$ cat src/design/dio_defs.vh
// constants for the digital i/o modbus register bank
// assumes a 10 MHz system clock; included by bare name
`ifndef DIO_DEFS_VH
`define DIO_DEFS_VH

// coil space, write side
`define DIO_CO_OUT        16'h0000
`define DIO_CO_CLR_HI     16'h0020
`define DIO_CO_CLR_LO     16'h0021
`define DIO_CO_CLR_CNT    16'h0022
`define DIO_CO_SAVE       16'h003c
`define DIO_CO_PWM_EN     16'h0064
`define DIO_CO_LATCH_EN   16'h0096
`define DIO_CO_CNT_EN     16'h0097
`define DIO_CO_FREQ_EN    16'h00be
`define DIO_CO_POWERON    16'h00eb
`define DIO_CO_SAFE       16'h010b

// discrete input space
`define DIO_DI_STATUS     16'h0000
`define DIO_DI_HI_LATCH   16'h0020
`define DIO_DI_LO_LATCH   16'h0040

// input register space
`define DIO_IR_COUNTER    16'h0010
`define DIO_IR_FREQ       16'h0040
`define DIO_IR_N_DI       16'h0064
`define DIO_IR_N_DO       16'h006e
`define DIO_IR_N_CNT      16'h0079

// reset values of the configuration coils
`define DIO_RST_PWM_EN    1'b0
`define DIO_RST_LATCH_EN  1'b0
`define DIO_RST_CNT_EN    1'b0
`define DIO_RST_FREQ_EN   1'b0
`define DIO_RST_POWERON   1'b0
`define DIO_RST_SAFE      1'b0

// timing
`define DIO_CLK_NS        100
`define DIO_MS_NS         1000000
`define DIO_SEC_NS        1000000000
`define DIO_WDT_MIN_S     16'h0005
`define DIO_FREQ_SCALE    32'h000003e8

`endif

$ cat src/design/dio_modbus_map.v
// register bank of an ethernet digital i/o module, modbus view:
// coils, discrete inputs and input registers on three request ports.
// assumes the protocol engine runs on clk_sys and presents one access
// per strobe; flash storage lives outside and talks over pulses.
//
// Overview of operation
// - writing 1 at coil 0x20 clears every high latch.
// - writing 1 at coil 0x21 clears every low latch.
// - writing 1 at coil 0x22 plus n zeroes counter n.
// - writing 1 at coil 0x3c requests a flash save of command-saved data.
// - command-saved data goes to flash only on the save coil.
// - every write to a flash-backed coil requests an automatic flash record.
// - coils from 0x64 enable pwm per output, reset 0.
// - coil 0x96 enables high and low latching on all inputs, reset 0.
// - coils from 0x97 enable each input's counter, reset 0.
// - coils from 0xbe enable each input's frequency measurement, reset 0.
// - coils from 0xeb hold each output's power-up state, reset 0.
// - coils from 0x10b hold each output's safe state, reset 0.
// - host silence beyond watchdog period forces safe state on outputs without pwm, counts event.
// - discrete inputs from 0 show each input's live level.
// - discrete inputs 0x20 and 0x40 show sticky high and low latches.
// - input registers from 0x10 give each channel's 32-bit counter.
// - each 32-bit value spans two 16-bit registers, channel n at base+2n.
// - frequency times 1000 as 32 bits from 0x40; host divides.
// - registers 0x64, 0x6e, 0x79 give input, output, counter totals.
`include "dio_defs.vh"
`timescale 1ns/100ps
`default_nettype none

module dio_modbus_map #(
  parameter N_DI       = 6,
  parameter N_DO       = 6,
  parameter MS_CYCLES  = `DIO_MS_NS / `DIO_CLK_NS,
  parameter SEC_CYCLES = `DIO_SEC_NS / `DIO_CLK_NS
) (
  input  wire              clk_sys,
  input  wire              rst,
  input  wire              coil_wr,
  input  wire              coil_rd,
  input  wire [15:0]       coil_addr,
  input  wire              coil_wdata,
  output reg               coil_rdata_r,
  output reg               coil_rvalid_r,
  input  wire              di_rd,
  input  wire [15:0]       di_addr,
  output reg               di_rdata_r,
  output reg               di_rvalid_r,
  input  wire              ir_rd,
  input  wire [15:0]       ir_addr,
  output reg  [15:0]       ir_rdata_r,
  output reg               ir_rvalid_r,
  input  wire [N_DI-1:0]   din,
  output wire [N_DO-1:0]   dout,
  input  wire [16*N_DO-1:0] pwm_high_ms,
  input  wire [16*N_DO-1:0] pwm_low_ms,
  input  wire              host_activity,
  input  wire [15:0]       host_link_watchdog_s,
  output reg  [15:0]       wdt_event_count_r,
  output reg               flash_save_req_r,
  output reg               flash_auto_req_r,
  input  wire              flash_restore,
  input  wire              flash_latch_en,
  input  wire [N_DI-1:0]   flash_cnt_en,
  input  wire [N_DI-1:0]   flash_freq_en,
  input  wire [N_DO-1:0]   flash_poweron,
  input  wire [N_DO-1:0]   flash_safe,
  output reg               cfg_latch_en_r,
  output reg  [N_DI-1:0]   cfg_cnt_en_r,
  output reg  [N_DI-1:0]   cfg_freq_en_r,
  output reg  [N_DO-1:0]   cfg_poweron_r,
  output reg  [N_DO-1:0]   cfg_safe_r
);

  ////////////////////////////////////////////////////////////////////////
  // helpers

  function hit;
    input [15:0] a;
    input [15:0] base;
    input [31:0] k;
    reg   [31:0] s;
    begin
      s = {16'h0000, base} + k;
      hit = ({16'h0000, a} == s);
    end
  endfunction

  function hit_any;
    input [15:0] a;
    input [15:0] base;
    input [31:0] n;
    begin
      hit_any = (a >= base) && ({16'h0000, a} < {16'h0000, base} + n);
    end
  endfunction

  ////////////////////////////////////////////////////////////////////////
  // state

  reg  [N_DI-1:0] din_s1_r;
  reg  [N_DI-1:0] din_s2_r;
  reg  [N_DI-1:0] din_prev_r;
  reg  [N_DO-1:0] out_state_r;
  reg  [N_DO-1:0] pwm_en_r;
  reg  [N_DO-1:0] pwm_phase_r;
  reg  [15:0]     pwm_cnt_r [0:N_DO-1];
  reg  [N_DI-1:0] hi_latch_r;
  reg  [N_DI-1:0] lo_latch_r;
  reg  [31:0]     cnt_r [0:N_DI-1];
  reg  [31:0]     freq_acc_r [0:N_DI-1];
  reg  [31:0]     freq_val_r [0:N_DI-1];
  reg  [31:0]     ms_div_r;
  reg  [31:0]     gate_div_r;
  reg  [31:0]     sec_div_r;
  reg  [16:0]     wdt_sec_r;
  reg             wdt_tripped_r;

  wire [N_DI-1:0] rise = din_s2_r & ~din_prev_r;
  wire            ms_tick = (ms_div_r == MS_CYCLES - 1);
  wire            gate_end = (gate_div_r == SEC_CYCLES - 1);
  wire            sec_tick = (sec_div_r == SEC_CYCLES - 1);
  wire            wdt_on = (host_link_watchdog_s >= `DIO_WDT_MIN_S);
  wire            wdt_fire = wdt_on && !wdt_tripped_r &&
                             (wdt_sec_r > {1'b0, host_link_watchdog_s});
  wire            wr_clr_hi = coil_wr && coil_wdata &&
                              (coil_addr == `DIO_CO_CLR_HI);
  wire            wr_clr_lo = coil_wr && coil_wdata &&
                              (coil_addr == `DIO_CO_CLR_LO);
  wire            wr_cfg = coil_wr && (
                    (coil_addr == `DIO_CO_LATCH_EN) ||
                    hit_any(coil_addr, `DIO_CO_CNT_EN, N_DI) ||
                    hit_any(coil_addr, `DIO_CO_FREQ_EN, N_DI) ||
                    hit_any(coil_addr, `DIO_CO_POWERON, N_DO) ||
                    hit_any(coil_addr, `DIO_CO_SAFE, N_DO));

  ////////////////////////////////////////////////////////////////////////
  // input synchroniser; only the second stage feeds logic

  always @(posedge clk_sys or posedge rst) begin
    if (rst) begin
      din_s1_r <= {N_DI{1'b0}};
      din_s2_r <= {N_DI{1'b0}};
      din_prev_r <= {N_DI{1'b0}};
    end else begin
      din_s1_r <= din;
      din_s2_r <= din_s1_r;
      din_prev_r <= din_s2_r;
    end
  end

  ////////////////////////////////////////////////////////////////////////
  // configuration coils, flash requests

  always @(posedge clk_sys or posedge rst) begin : p_cfg
    integer i;
    if (rst) begin
      pwm_en_r <= {N_DO{`DIO_RST_PWM_EN}};
      cfg_latch_en_r <= `DIO_RST_LATCH_EN;
      cfg_cnt_en_r <= {N_DI{`DIO_RST_CNT_EN}};
      cfg_freq_en_r <= {N_DI{`DIO_RST_FREQ_EN}};
      cfg_poweron_r <= {N_DO{`DIO_RST_POWERON}};
      cfg_safe_r <= {N_DO{`DIO_RST_SAFE}};
      flash_save_req_r <= 1'b0;
      flash_auto_req_r <= 1'b0;
    end else begin
      // saved-on-command data leaves only through this pulse
      flash_save_req_r <= coil_wr && coil_wdata &&
                          (coil_addr == `DIO_CO_SAVE);
      flash_auto_req_r <= wr_cfg;
      if (flash_restore) begin
        cfg_latch_en_r <= flash_latch_en;
        cfg_cnt_en_r <= flash_cnt_en;
        cfg_freq_en_r <= flash_freq_en;
        cfg_poweron_r <= flash_poweron;
        cfg_safe_r <= flash_safe;
      end else if (coil_wr) begin
        if (coil_addr == `DIO_CO_LATCH_EN)
          cfg_latch_en_r <= coil_wdata;
        for (i = 0; i < N_DO; i = i + 1) begin
          if (hit(coil_addr, `DIO_CO_PWM_EN, i))
            pwm_en_r[i] <= coil_wdata;
          if (hit(coil_addr, `DIO_CO_POWERON, i))
            cfg_poweron_r[i] <= coil_wdata;
          if (hit(coil_addr, `DIO_CO_SAFE, i))
            cfg_safe_r[i] <= coil_wdata;
        end
        for (i = 0; i < N_DI; i = i + 1) begin
          if (hit(coil_addr, `DIO_CO_CNT_EN, i))
            cfg_cnt_en_r[i] <= coil_wdata;
          if (hit(coil_addr, `DIO_CO_FREQ_EN, i))
            cfg_freq_en_r[i] <= coil_wdata;
        end
      end
    end
  end

  ////////////////////////////////////////////////////////////////////////
  // outputs and host link watchdog

  always @(posedge clk_sys or posedge rst) begin : p_out
    integer i;
    if (rst) begin
      sec_div_r <= 32'h00000000;
      wdt_sec_r <= 17'h00000;
      wdt_tripped_r <= 1'b0;
      wdt_event_count_r <= 16'h0000;
      out_state_r <= {N_DO{`DIO_RST_POWERON}};
    end else begin
      if (host_activity || sec_tick)
        sec_div_r <= 32'h00000000;
      else
        sec_div_r <= sec_div_r + 32'h00000001;
      if (host_activity) begin
        wdt_sec_r <= 17'h00000;
        wdt_tripped_r <= 1'b0;
      end else if (wdt_fire) begin
        wdt_tripped_r <= 1'b1;
        wdt_event_count_r <= wdt_event_count_r + 16'h0001;
      end else if (sec_tick && wdt_sec_r != 17'h1ffff) begin
        wdt_sec_r <= wdt_sec_r + 17'h00001;
      end
      // a coil write in the trip cycle outranks the safe-state load; the trip is still counted
      if (flash_restore)
        out_state_r <= flash_poweron;
      else if (wdt_fire && !coil_wr)
        out_state_r <= cfg_safe_r;
      else if (coil_wr) begin
        for (i = 0; i < N_DO; i = i + 1)
          if (hit(coil_addr, `DIO_CO_OUT, i))
            out_state_r[i] <= coil_wdata;
      end
    end
  end

  ////////////////////////////////////////////////////////////////////////
  // pwm, starts with the high phase; a zero high width keeps the output low, a zero low width still lasts one ms

  always @(posedge clk_sys or posedge rst) begin : p_pwm
    integer i;
    if (rst) begin
      ms_div_r <= 32'h00000000;
      pwm_phase_r <= {N_DO{1'b1}};
      for (i = 0; i < N_DO; i = i + 1)
        pwm_cnt_r[i] <= 16'h0000;
    end else begin
      ms_div_r <= ms_tick ? 32'h00000000 : ms_div_r + 32'h00000001;
      for (i = 0; i < N_DO; i = i + 1) begin
        if (!pwm_en_r[i]) begin
          pwm_phase_r[i] <= 1'b1;
          pwm_cnt_r[i] <= 16'h0000;
        end else if (ms_tick) begin
          if (pwm_cnt_r[i] + 16'h0001 >= (pwm_phase_r[i] ?
              pwm_high_ms[16*i +: 16] : pwm_low_ms[16*i +: 16])) begin
            pwm_phase_r[i] <= !pwm_phase_r[i];
            pwm_cnt_r[i] <= 16'h0000;
          end else
            pwm_cnt_r[i] <= pwm_cnt_r[i] + 16'h0001;
        end
      end
    end
  end

  genvar g;
  generate
    for (g = 0; g < N_DO; g = g + 1) begin : g_out
      assign dout[g] = pwm_en_r[g] ?
        (pwm_phase_r[g] && pwm_high_ms[16*g +: 16] != 16'h0000) :
        out_state_r[g];
    end
  endgenerate

  ////////////////////////////////////////////////////////////////////////
  // latches, counters, frequency

  always @(posedge clk_sys or posedge rst) begin : p_in
    integer i;
    if (rst) begin
      hi_latch_r <= {N_DI{1'b0}};
      lo_latch_r <= {N_DI{1'b0}};
      gate_div_r <= 32'h00000000;
      for (i = 0; i < N_DI; i = i + 1) begin
        cnt_r[i] <= 32'h00000000;
        freq_acc_r[i] <= 32'h00000000;
        freq_val_r[i] <= 32'h00000000;
      end
    end else begin
      // capture in the clear cycle still sets the latch
      hi_latch_r <= (wr_clr_hi ? {N_DI{1'b0}} : hi_latch_r) |
                    (cfg_latch_en_r ? din_s2_r : {N_DI{1'b0}});
      lo_latch_r <= (wr_clr_lo ? {N_DI{1'b0}} : lo_latch_r) |
                    (cfg_latch_en_r ? ~din_s2_r : {N_DI{1'b0}});
      gate_div_r <= gate_end ? 32'h00000000 : gate_div_r + 32'h00000001;
      for (i = 0; i < N_DI; i = i + 1) begin
        if (coil_wr && coil_wdata && hit(coil_addr, `DIO_CO_CLR_CNT, i))
          cnt_r[i] <= 32'h00000000;
        else if (cfg_cnt_en_r[i] && rise[i])
          cnt_r[i] <= cnt_r[i] + 32'h00000001;
        // one-second gate, so edges times scale is hz times 1000
        if (!cfg_freq_en_r[i]) begin
          freq_acc_r[i] <= 32'h00000000;
          freq_val_r[i] <= 32'h00000000;
        end else if (gate_end) begin
          freq_val_r[i] <= (freq_acc_r[i] + {31'h0, rise[i]}) *
                           `DIO_FREQ_SCALE;
          freq_acc_r[i] <= 32'h00000000;
        end else if (rise[i])
          freq_acc_r[i] <= freq_acc_r[i] + 32'h00000001;
      end
    end
  end

  ////////////////////////////////////////////////////////////////////////
  // read answers, one cycle after the strobe; unmapped reads give 0

  reg        coil_rd_nxt;
  reg        di_rd_nxt;
  reg [15:0] ir_rd_nxt;

  always @* begin : p_rd
    integer i;
    i = 0;
    coil_rd_nxt = 1'b0;
    di_rd_nxt = 1'b0;
    ir_rd_nxt = 16'h0000;
    if (coil_addr == `DIO_CO_LATCH_EN)
      coil_rd_nxt = cfg_latch_en_r;
    for (i = 0; i < N_DO; i = i + 1) begin
      if (hit(coil_addr, `DIO_CO_OUT, i))
        coil_rd_nxt = out_state_r[i];
      if (hit(coil_addr, `DIO_CO_PWM_EN, i))
        coil_rd_nxt = pwm_en_r[i];
      if (hit(coil_addr, `DIO_CO_POWERON, i))
        coil_rd_nxt = cfg_poweron_r[i];
      if (hit(coil_addr, `DIO_CO_SAFE, i))
        coil_rd_nxt = cfg_safe_r[i];
    end
    for (i = 0; i < N_DI; i = i + 1) begin
      if (hit(coil_addr, `DIO_CO_CNT_EN, i))
        coil_rd_nxt = cfg_cnt_en_r[i];
      if (hit(coil_addr, `DIO_CO_FREQ_EN, i))
        coil_rd_nxt = cfg_freq_en_r[i];
      if (hit(di_addr, `DIO_DI_STATUS, i))
        di_rd_nxt = din_s2_r[i];
      if (hit(di_addr, `DIO_DI_HI_LATCH, i))
        di_rd_nxt = hi_latch_r[i];
      if (hit(di_addr, `DIO_DI_LO_LATCH, i))
        di_rd_nxt = lo_latch_r[i];
      // low word at the even address, high word after it
      if (hit(ir_addr, `DIO_IR_COUNTER, 2*i))
        ir_rd_nxt = cnt_r[i][15:0];
      if (hit(ir_addr, `DIO_IR_COUNTER, 2*i+1))
        ir_rd_nxt = cnt_r[i][31:16];
      if (hit(ir_addr, `DIO_IR_FREQ, 2*i))
        ir_rd_nxt = freq_val_r[i][15:0];
      if (hit(ir_addr, `DIO_IR_FREQ, 2*i+1))
        ir_rd_nxt = freq_val_r[i][31:16];
    end
    if (ir_addr == `DIO_IR_N_DI)
      ir_rd_nxt = N_DI[15:0];
    if (ir_addr == `DIO_IR_N_DO)
      ir_rd_nxt = N_DO[15:0];
    if (ir_addr == `DIO_IR_N_CNT)
      ir_rd_nxt = N_DI[15:0];
  end

  always @(posedge clk_sys or posedge rst) begin
    if (rst) begin
      coil_rdata_r <= 1'b0;
      coil_rvalid_r <= 1'b0;
      di_rdata_r <= 1'b0;
      di_rvalid_r <= 1'b0;
      ir_rdata_r <= 16'h0000;
      ir_rvalid_r <= 1'b0;
    end else begin
      coil_rvalid_r <= coil_rd;
      di_rvalid_r <= di_rd;
      ir_rvalid_r <= ir_rd;
      if (coil_rd)
        coil_rdata_r <= coil_rd_nxt;
      if (di_rd)
        di_rdata_r <= di_rd_nxt;
      if (ir_rd)
        ir_rdata_r <= ir_rd_nxt;
    end
  end

endmodule // dio_modbus_map

`default_nettype wire

$ cat config.mk
export PLATFORM = sky130hd
export DESIGN_NAME = dio_modbus_map
export DESIGN_NICKNAME = d
export VERILOG_FILES = /design/src/design/dio_modbus_map.v
export VERILOG_INCLUDE_DIRS = /design/src /design/src/design
export SDC_FILE = /design/constraint.sdc
export NUM_CORES = 2
export LEC_CHECK = 0
export BUFFER_PORTS_ARGS = -buffer_cell sky130_fd_sc_hd__clkbuf_2
export CORE_MARGIN = 2
export CORE_UTILIZATION = 40
export DETAILED_ROUTE_END_ITERATION = 7
export PLACE_DENSITY = 0.61
export SYNTH_ARGS = -nofsm -noshare
export SYNTH_HDL_FRONTEND = slang
export SYNTH_SLANG_ARGS = --single-unit
export TNS_END_PERCENT = 5
$ cat constraint.sdc
create_clock -name clk_sys -period 32.3 [get_ports clk_sys]
set_clock_uncertainty 0.05 [all_clocks]
set_input_delay 1.615 -clock clk_sys [delete_from_list [all_inputs] [get_ports clk_sys]]
set_output_delay 1.615 -clock clk_sys [all_outputs]
set_load 0.02 [all_outputs]
; ---- Word level (Yosys, flattened, before mapping)
; Cells that the tools add are included.
[totals]
reg_bits = 898
in_bits = 296
elab_cells = 628
[op_classes]
bitwise = 7
add_sub_neg = 29
n_reduce_logical = 138
n_eq_ne = 118
n_mux = 228
n_mul = 6
n_lt_le_gt_ge = 16
[op_table]
columns = op, n
row1 = $mux 32, 45
row2 = $mux 16, 51
row3 = $add 32x1->32 const B, 15
row4 = $eq 16x7->1 const B, 27
row5 = $eq 16x8->1 const B, 19
row6 = $eq 16x6->1 const B, 15
row7 = $add 32x1->32, 6
row8 = $eq 16x5->1 const B, 12
row9 = $mul 32x7->29 const B, 6
row10 = $mux 1, 114
row11 = $add 16x1->16 const B, 7
row12 = $eq 16x9->1 const B, 6
row13 = $ge 16x16->1, 6
row14 = $reduce_bool 16->1, 6
row15 = $mux 6, 15
row16 = $reduce_and 2->1, 39
row17 = $reduce_bool 2->1, 34
row18 = $eq 16x2->1 const B, 4
row19 = $eq 16x3->1 const B, 4
row20 = $eq 32x24->1 const B, 2
row21 = $mux 17, 3
row22 = $ge 16x8->1 const B, 3
row23 = $lt 16x8->1 const B, 3
row24 = $ne 2x1->1 const B, 18
row25 = other kinds (20), 82

; ---- Depth between registers and ports, before layout
[depth]
depth_word = 38
mapped_depth = 27
mapped_depth_nobuf = 26

; ---- Worst setup path before layout
; Ideal clock, no wire load.
[synth_timing]
kind = reg-to-reg
from = register din_s2_r[4]
to = register freq_val_r[63] in the netlist's numbering
required_time_ns = 32.183
period_less_slack_ns = 6.922
t_arrival_ns = 6.805
path_slack_ns = 25.378
stages_incl_launch_ff = 27
setup_ns = 0.067
path_buffers = 1
path_cell_list = dfrtp_1 -> nor2b_1 -> clkbuf_1 -> ha_1 -> nand3_1 -> nor3_1 -> and3_1 -> nand3_1 -> xnor2_1 -> inv_1 -> fa_1 -> inv_1 -> fa_1 -> fa_1 -> fa_1 -> ha_1 -> a21o_1 -> a221o_1 -> and2_1 -> or3_1 -> a31o_2 -> nand4_1 -> a31oi_1 -> o22a_1 -> a21oi_1 -> mux2i_1 -> and3_1
[synth_via]
elab_chain_cells = 5
[synth_lines]
columns = item, line_no
row1 = start: declaration, dio_modbus_map.v:101  ; reg [N_DI-1:0] din_s2_r;
row2 = start signal: assignment, dio_modbus_map.v:142  ; din_s2_r <= {N_DI{1'b0}};
row3 = start signal: assignment, dio_modbus_map.v:146  ; din_s2_r <= din_s1_r;
row4 = $and 6x6->6, dio_modbus_map.v:118  ; wire [N_DI-1:0] rise = din_s2_r & ~din_prev_r;
row5 = $add 32x1->32, dio_modbus_map.v:303  ; freq_val_r[i] <= (freq_acc_r[i] + {31'h0, rise[i]}) *
row6 = $mul 32x7->29 (no source line), --
row7 = $mux 32, dio_modbus_map.v:302  ; end else if (gate_end) begin
row8 = $mux 32, dio_modbus_map.v:299  ; if (!cfg_freq_en_r[i]) begin
row9 = end signal: indexed assignment, dio_modbus_map.v:303
row10 = end: declaration, dio_modbus_map.v:111  ; reg [31:0] freq_val_r [0:N_DI-1];
; No other way between the ends. The select of a mux whose other input is x is not followed.
; A chain may end at the register's enable or synchronous reset.

; ---- Worst setup path in the final report
; Same ends and word-level chain as after synthesis.

==> impl_metrics.env <==
export IMPL_portBuffers=365
export IMPL_worstPathArrival_ns=8.13
export IMPL_fin_tns_setup_ns=0
export IMPL_period_minus_slack_ns=7.50
export IMPL_h_tree_depth=3
export IMPL_die_w_microns=427
export IMPL_antenna_found_initial=6
export IMPL_synth_top_family_by_area="adder cells"
export IMPL_synth_edf_count=0
export IMPL_postCtsSetupBuffers=0
export IMPL_postSynthAreaPerCell_sq_um=9.30
export IMPL_cts_inserted_buffers=105
export IMPL_n_fill_cell=17200
export IMPL_ys_types=99
export IMPL_timing_fmax_ghz=0.133
export IMPL_cts_tree="built"
export IMPL_power_leakage_nw=38.5
export IMPL_gp_congestion=0.997
export IMPL_maxCapViolCount=0
export IMPL_clk_pin_slew_ns=0.07
export IMPL_grt_use_total_pct=22.4
export IMPL_ant_nets=0
export IMPL_ys_seq_area_share_pct=30.1
export IMPL_power_density_mw_per_mm2=35.5
export IMPL_rsz0062_at_grt="no"
export IMPL_overflow=0
export IMPL_worstMarginPinSlew_ns=1.16
export IMPL_syn_num_nets=9037
export IMPL_synth_compound_area_share_pct=11.1
export IMPL_ioPinCount=366
export IMPL_synth_warnings=0
export IMPL_dieArea_sq_mm=0.183
export IMPL_timing_slew_headroom_pct=22.0
export IMPL_postCtsHoldBufs=0
export IMPL_muxShareOfSynthArea_pct=2.58
export IMPL_layout_drive_gt1_share_pct=8.70
export IMPL_synth_simple_gate_area_share_pct=18.4
export IMPL_final_max_slew_viol_count=0
export IMPL_finalSetupViolCount=0
export IMPL_cp_required_ns=32.94
export IMPL_worst_setup_path_end_kind="flip-flop"
export IMPL_remaining_drc_errors=0
export IMPL_ys_flop_type="dfrtp_1"
export IMPL_cp_max_fo=10
export IMPL_synthAdderAreaFrac_pct=23.7
export IMPL_viasPerCell=5.45
export IMPL_crit_type="reg2reg"
export IMPL_hpwlAfterDp_mm=158
export IMPL_worst_ir_drop_vdd_v=0.0000410
export IMPL_fin_nets=9300
export IMPL_drt_initial_drc_count=4333
export IMPL_grt_pass1_wl_mm=327
export IMPL_slowest_delay_ns=0.57
export IMPL_via_count=56800
export IMPL_cts_resized_gates=0
export IMPL_area_delta_synth_final_pct=11.2
export IMPL_finalHoldViolCount=0
export IMPL_avgRoutedWirePerCell_microns=19.4
export IMPL_status="completed"
export IMPL_cp_start_kind="flip-flop"
export IMPL_core_area_sq_mm=0.178
export IMPL_syn_cell_area_sq_mm=0.0717
export IMPL_hold_class="reg2reg"
export IMPL_finalCritPeriodShare_pct=23.2
export IMPL_firstDrtPassIters=6
export IMPL_grt_max_degree=174
export IMPL_postSynthCellCount=7711
export IMPL_cpMostUsedCell="fa_1"
export IMPL_fp_row_count=155
export IMPL_first_global_vias=57800
export IMPL_clk_latency_ns=0.75
export IMPL_cpMaxStageDelayCell="fa_1"
export IMPL_wl_mm=202
export IMPL_async_flop_share_pct=100
export IMPL_clock_tree_buffer_depth=3
export IMPL_start_util_pct=40.2
export IMPL_p_total_mw=2.84
export IMPL_synth_seq_cells=862
export IMPL_cts_sinks=862
export IMPL_die_y_microns=427
export IMPL_cts_root_buf="clkbuf_16"
export IMPL_synthXorXnorAreaFrac_pct=9.67
sequential cells by signal, indices dropped and copies added, names as in the netlist, 16 cells and up:
| register | flops |
|---|---|
| cnt_r | 192 |
| freq_acc_r | 174 |
| freq_val_r | 174 |
| pwm_cnt_r | 96 |
| gate_div_r | 32 |
| ms_div_r | 32 |
| sec_div_r | 32 |
| wdt_sec_r | 17 |
| ir_rdata_r | 16 |
| wdt_event_count_r | 16 |
worst paths after layout:
kind                             start  slack [ns]  cells past startpoint         endpoint
setup / recovery           din_s2_r[4]       24.80                     26   freq_val_r[63]
hold / removal             din_s1_r[1]        0.31                      0      din_s2_r[1]
setup reg to reg           din_s2_r[4]       24.80                     26   freq_val_r[63]
hold reg to reg            din_s1_r[1]        0.31                      0      din_s2_r[1]
max in group asynchronous          rst       28.22                      5  freq_acc_r[167]
min in group asynchronous          rst        0.95                      2    pwm_cnt_r[54]
synth_stat cells (89+ instances only):
| cell | number | area (sq um) |
|---|---|---|
| fa_1 | 546 | 10900 |
| nor2_1 | 696 | 2610 |
| or3_1 | 127 | 795 |
| inv_1 | 563 | 2110 |
| nand3_1 | 294 | 1470 |
| and3_1 | 117 | 732 |
| clkbuf_1 | 243 | 912 |
| nand4_1 | 185 | 1160 |
| nand2_1 | 825 | 3100 |
| o21ai_0 | 395 | 1980 |
| nor3_1 | 114 | 571 |
| a21oi_1 | 289 | 1450 |
| and2_1 | 89 | 557 |
| dfrtp_1 | 856 | 21400 |
| ha_1 | 484 | 6060 |
| xnor2_1 | 379 | 3320 |
| mux2i_1 | 141 | 1410 |
| xor2_1 | 410 | 3590 |
power breakdown:
group	switching [mW]	internal (mW)
clock	0.515	0.779
combinational	0.182	0.114
sequential	0.101	1.14
cells by family (layout without fill, tap and decap cells):
logic type	Yosys count	count (layout)
xor+xnor	790	790
fa+ha+maj	1030	1030
mux	174	174
flops	862	862
other cells	0	5
buf+inv	839	1194
compound gates	1246	1246
simple gates	2770	2770
layout by cell type (no fill, tap or decap), drive strengths merged, types with 19 or more instances in the layout:
cell    synthesis  final
nand4         185    185
dfrtp         856    856
nor2          699    699
o211ai         20     20
a222oi         19     19
nor3          115    115
o22ai          21     21
ha            484    484
o31ai          20     20
a21o           69     69
nand3         295    295
nand2         825    825
nand2b         64     64
o21a           46     46
o21ai         398    398
and4           28     28
nor2b          67     67
buf            30     65
inv           564    571
or3           128    128
or2            30     30
a21boi         41     41
a22o           52     52
mux2i         141    141
a22oi          49     49
and2           90     90
a21oi         289    289
clkbuf        244    521
mux2           27     27
fa            546    546
and3          118    118
a221oi         34     34
a211oi         29     29
o21bai         20     20
nor4           73     73
xor2          410    410
xnor2         379    379
layer usage:
metal / wire [microns] / vias to the layer above / global-route usage (%)
met4: 8420 / 4 / 8.42
met3: 9720 / 349 / 2.88
met5: 21 / - / 0
met2: 93600 / 1380 / 36.2
met1: 90600 / 28100 / 30.7
li1: - / 27000 / -
through the flow:
step	hold slack [ns]	instance area (sq um)	util, %	setup slack [ns]	cells
2_1_floorplan	0.281	71700	-	6.42	7711
3_3_place_gp	0.328	76000	42.6	24.89	10200
3_5_place_dp	0.315	76000	42.6	24.76	10200
4_1_cts	0.317	79700	44.7	24.74	10400
5_1_grt	0.320	79700	44.7	24.25	10400
6_report	0.314	79800	44.8	24.80	10400
critical path: cells and delay by family (launching register included):
| kind | cells | cell delay, ns |
|---|---|---|
| simple gates | 9 | 1.76 |
| flops | 1 | 0.39 |
| mux | 1 | 0.21 |
| xor+xnor | 1 | 0.55 |
| buf+inv | 3 | 0.53 |
| compound gates | 6 | 1.28 |
| fa+ha+maj | 6 | 2.63 |
layout make-up:
cell class / instances / area (sq um) / area share (%)
Clock buffer: 156 / 3060 / 3.84
Antenna cell: 5 / 12.5 / 0.0157
Inverter: 565 / 2130 / 2.67
Clock inverter: 43 / 711 / 0.891
Timing Repair Buffer: 430 / 2340 / 2.93
Sequential cell: 862 / 21600 / 27.1
Tap cell: 2355 / 2950 / 3.69
Multi-Input combinational cell: 6010 / 47000 / 58.9
Note: power is estimated with default switching activity, not from simulation.
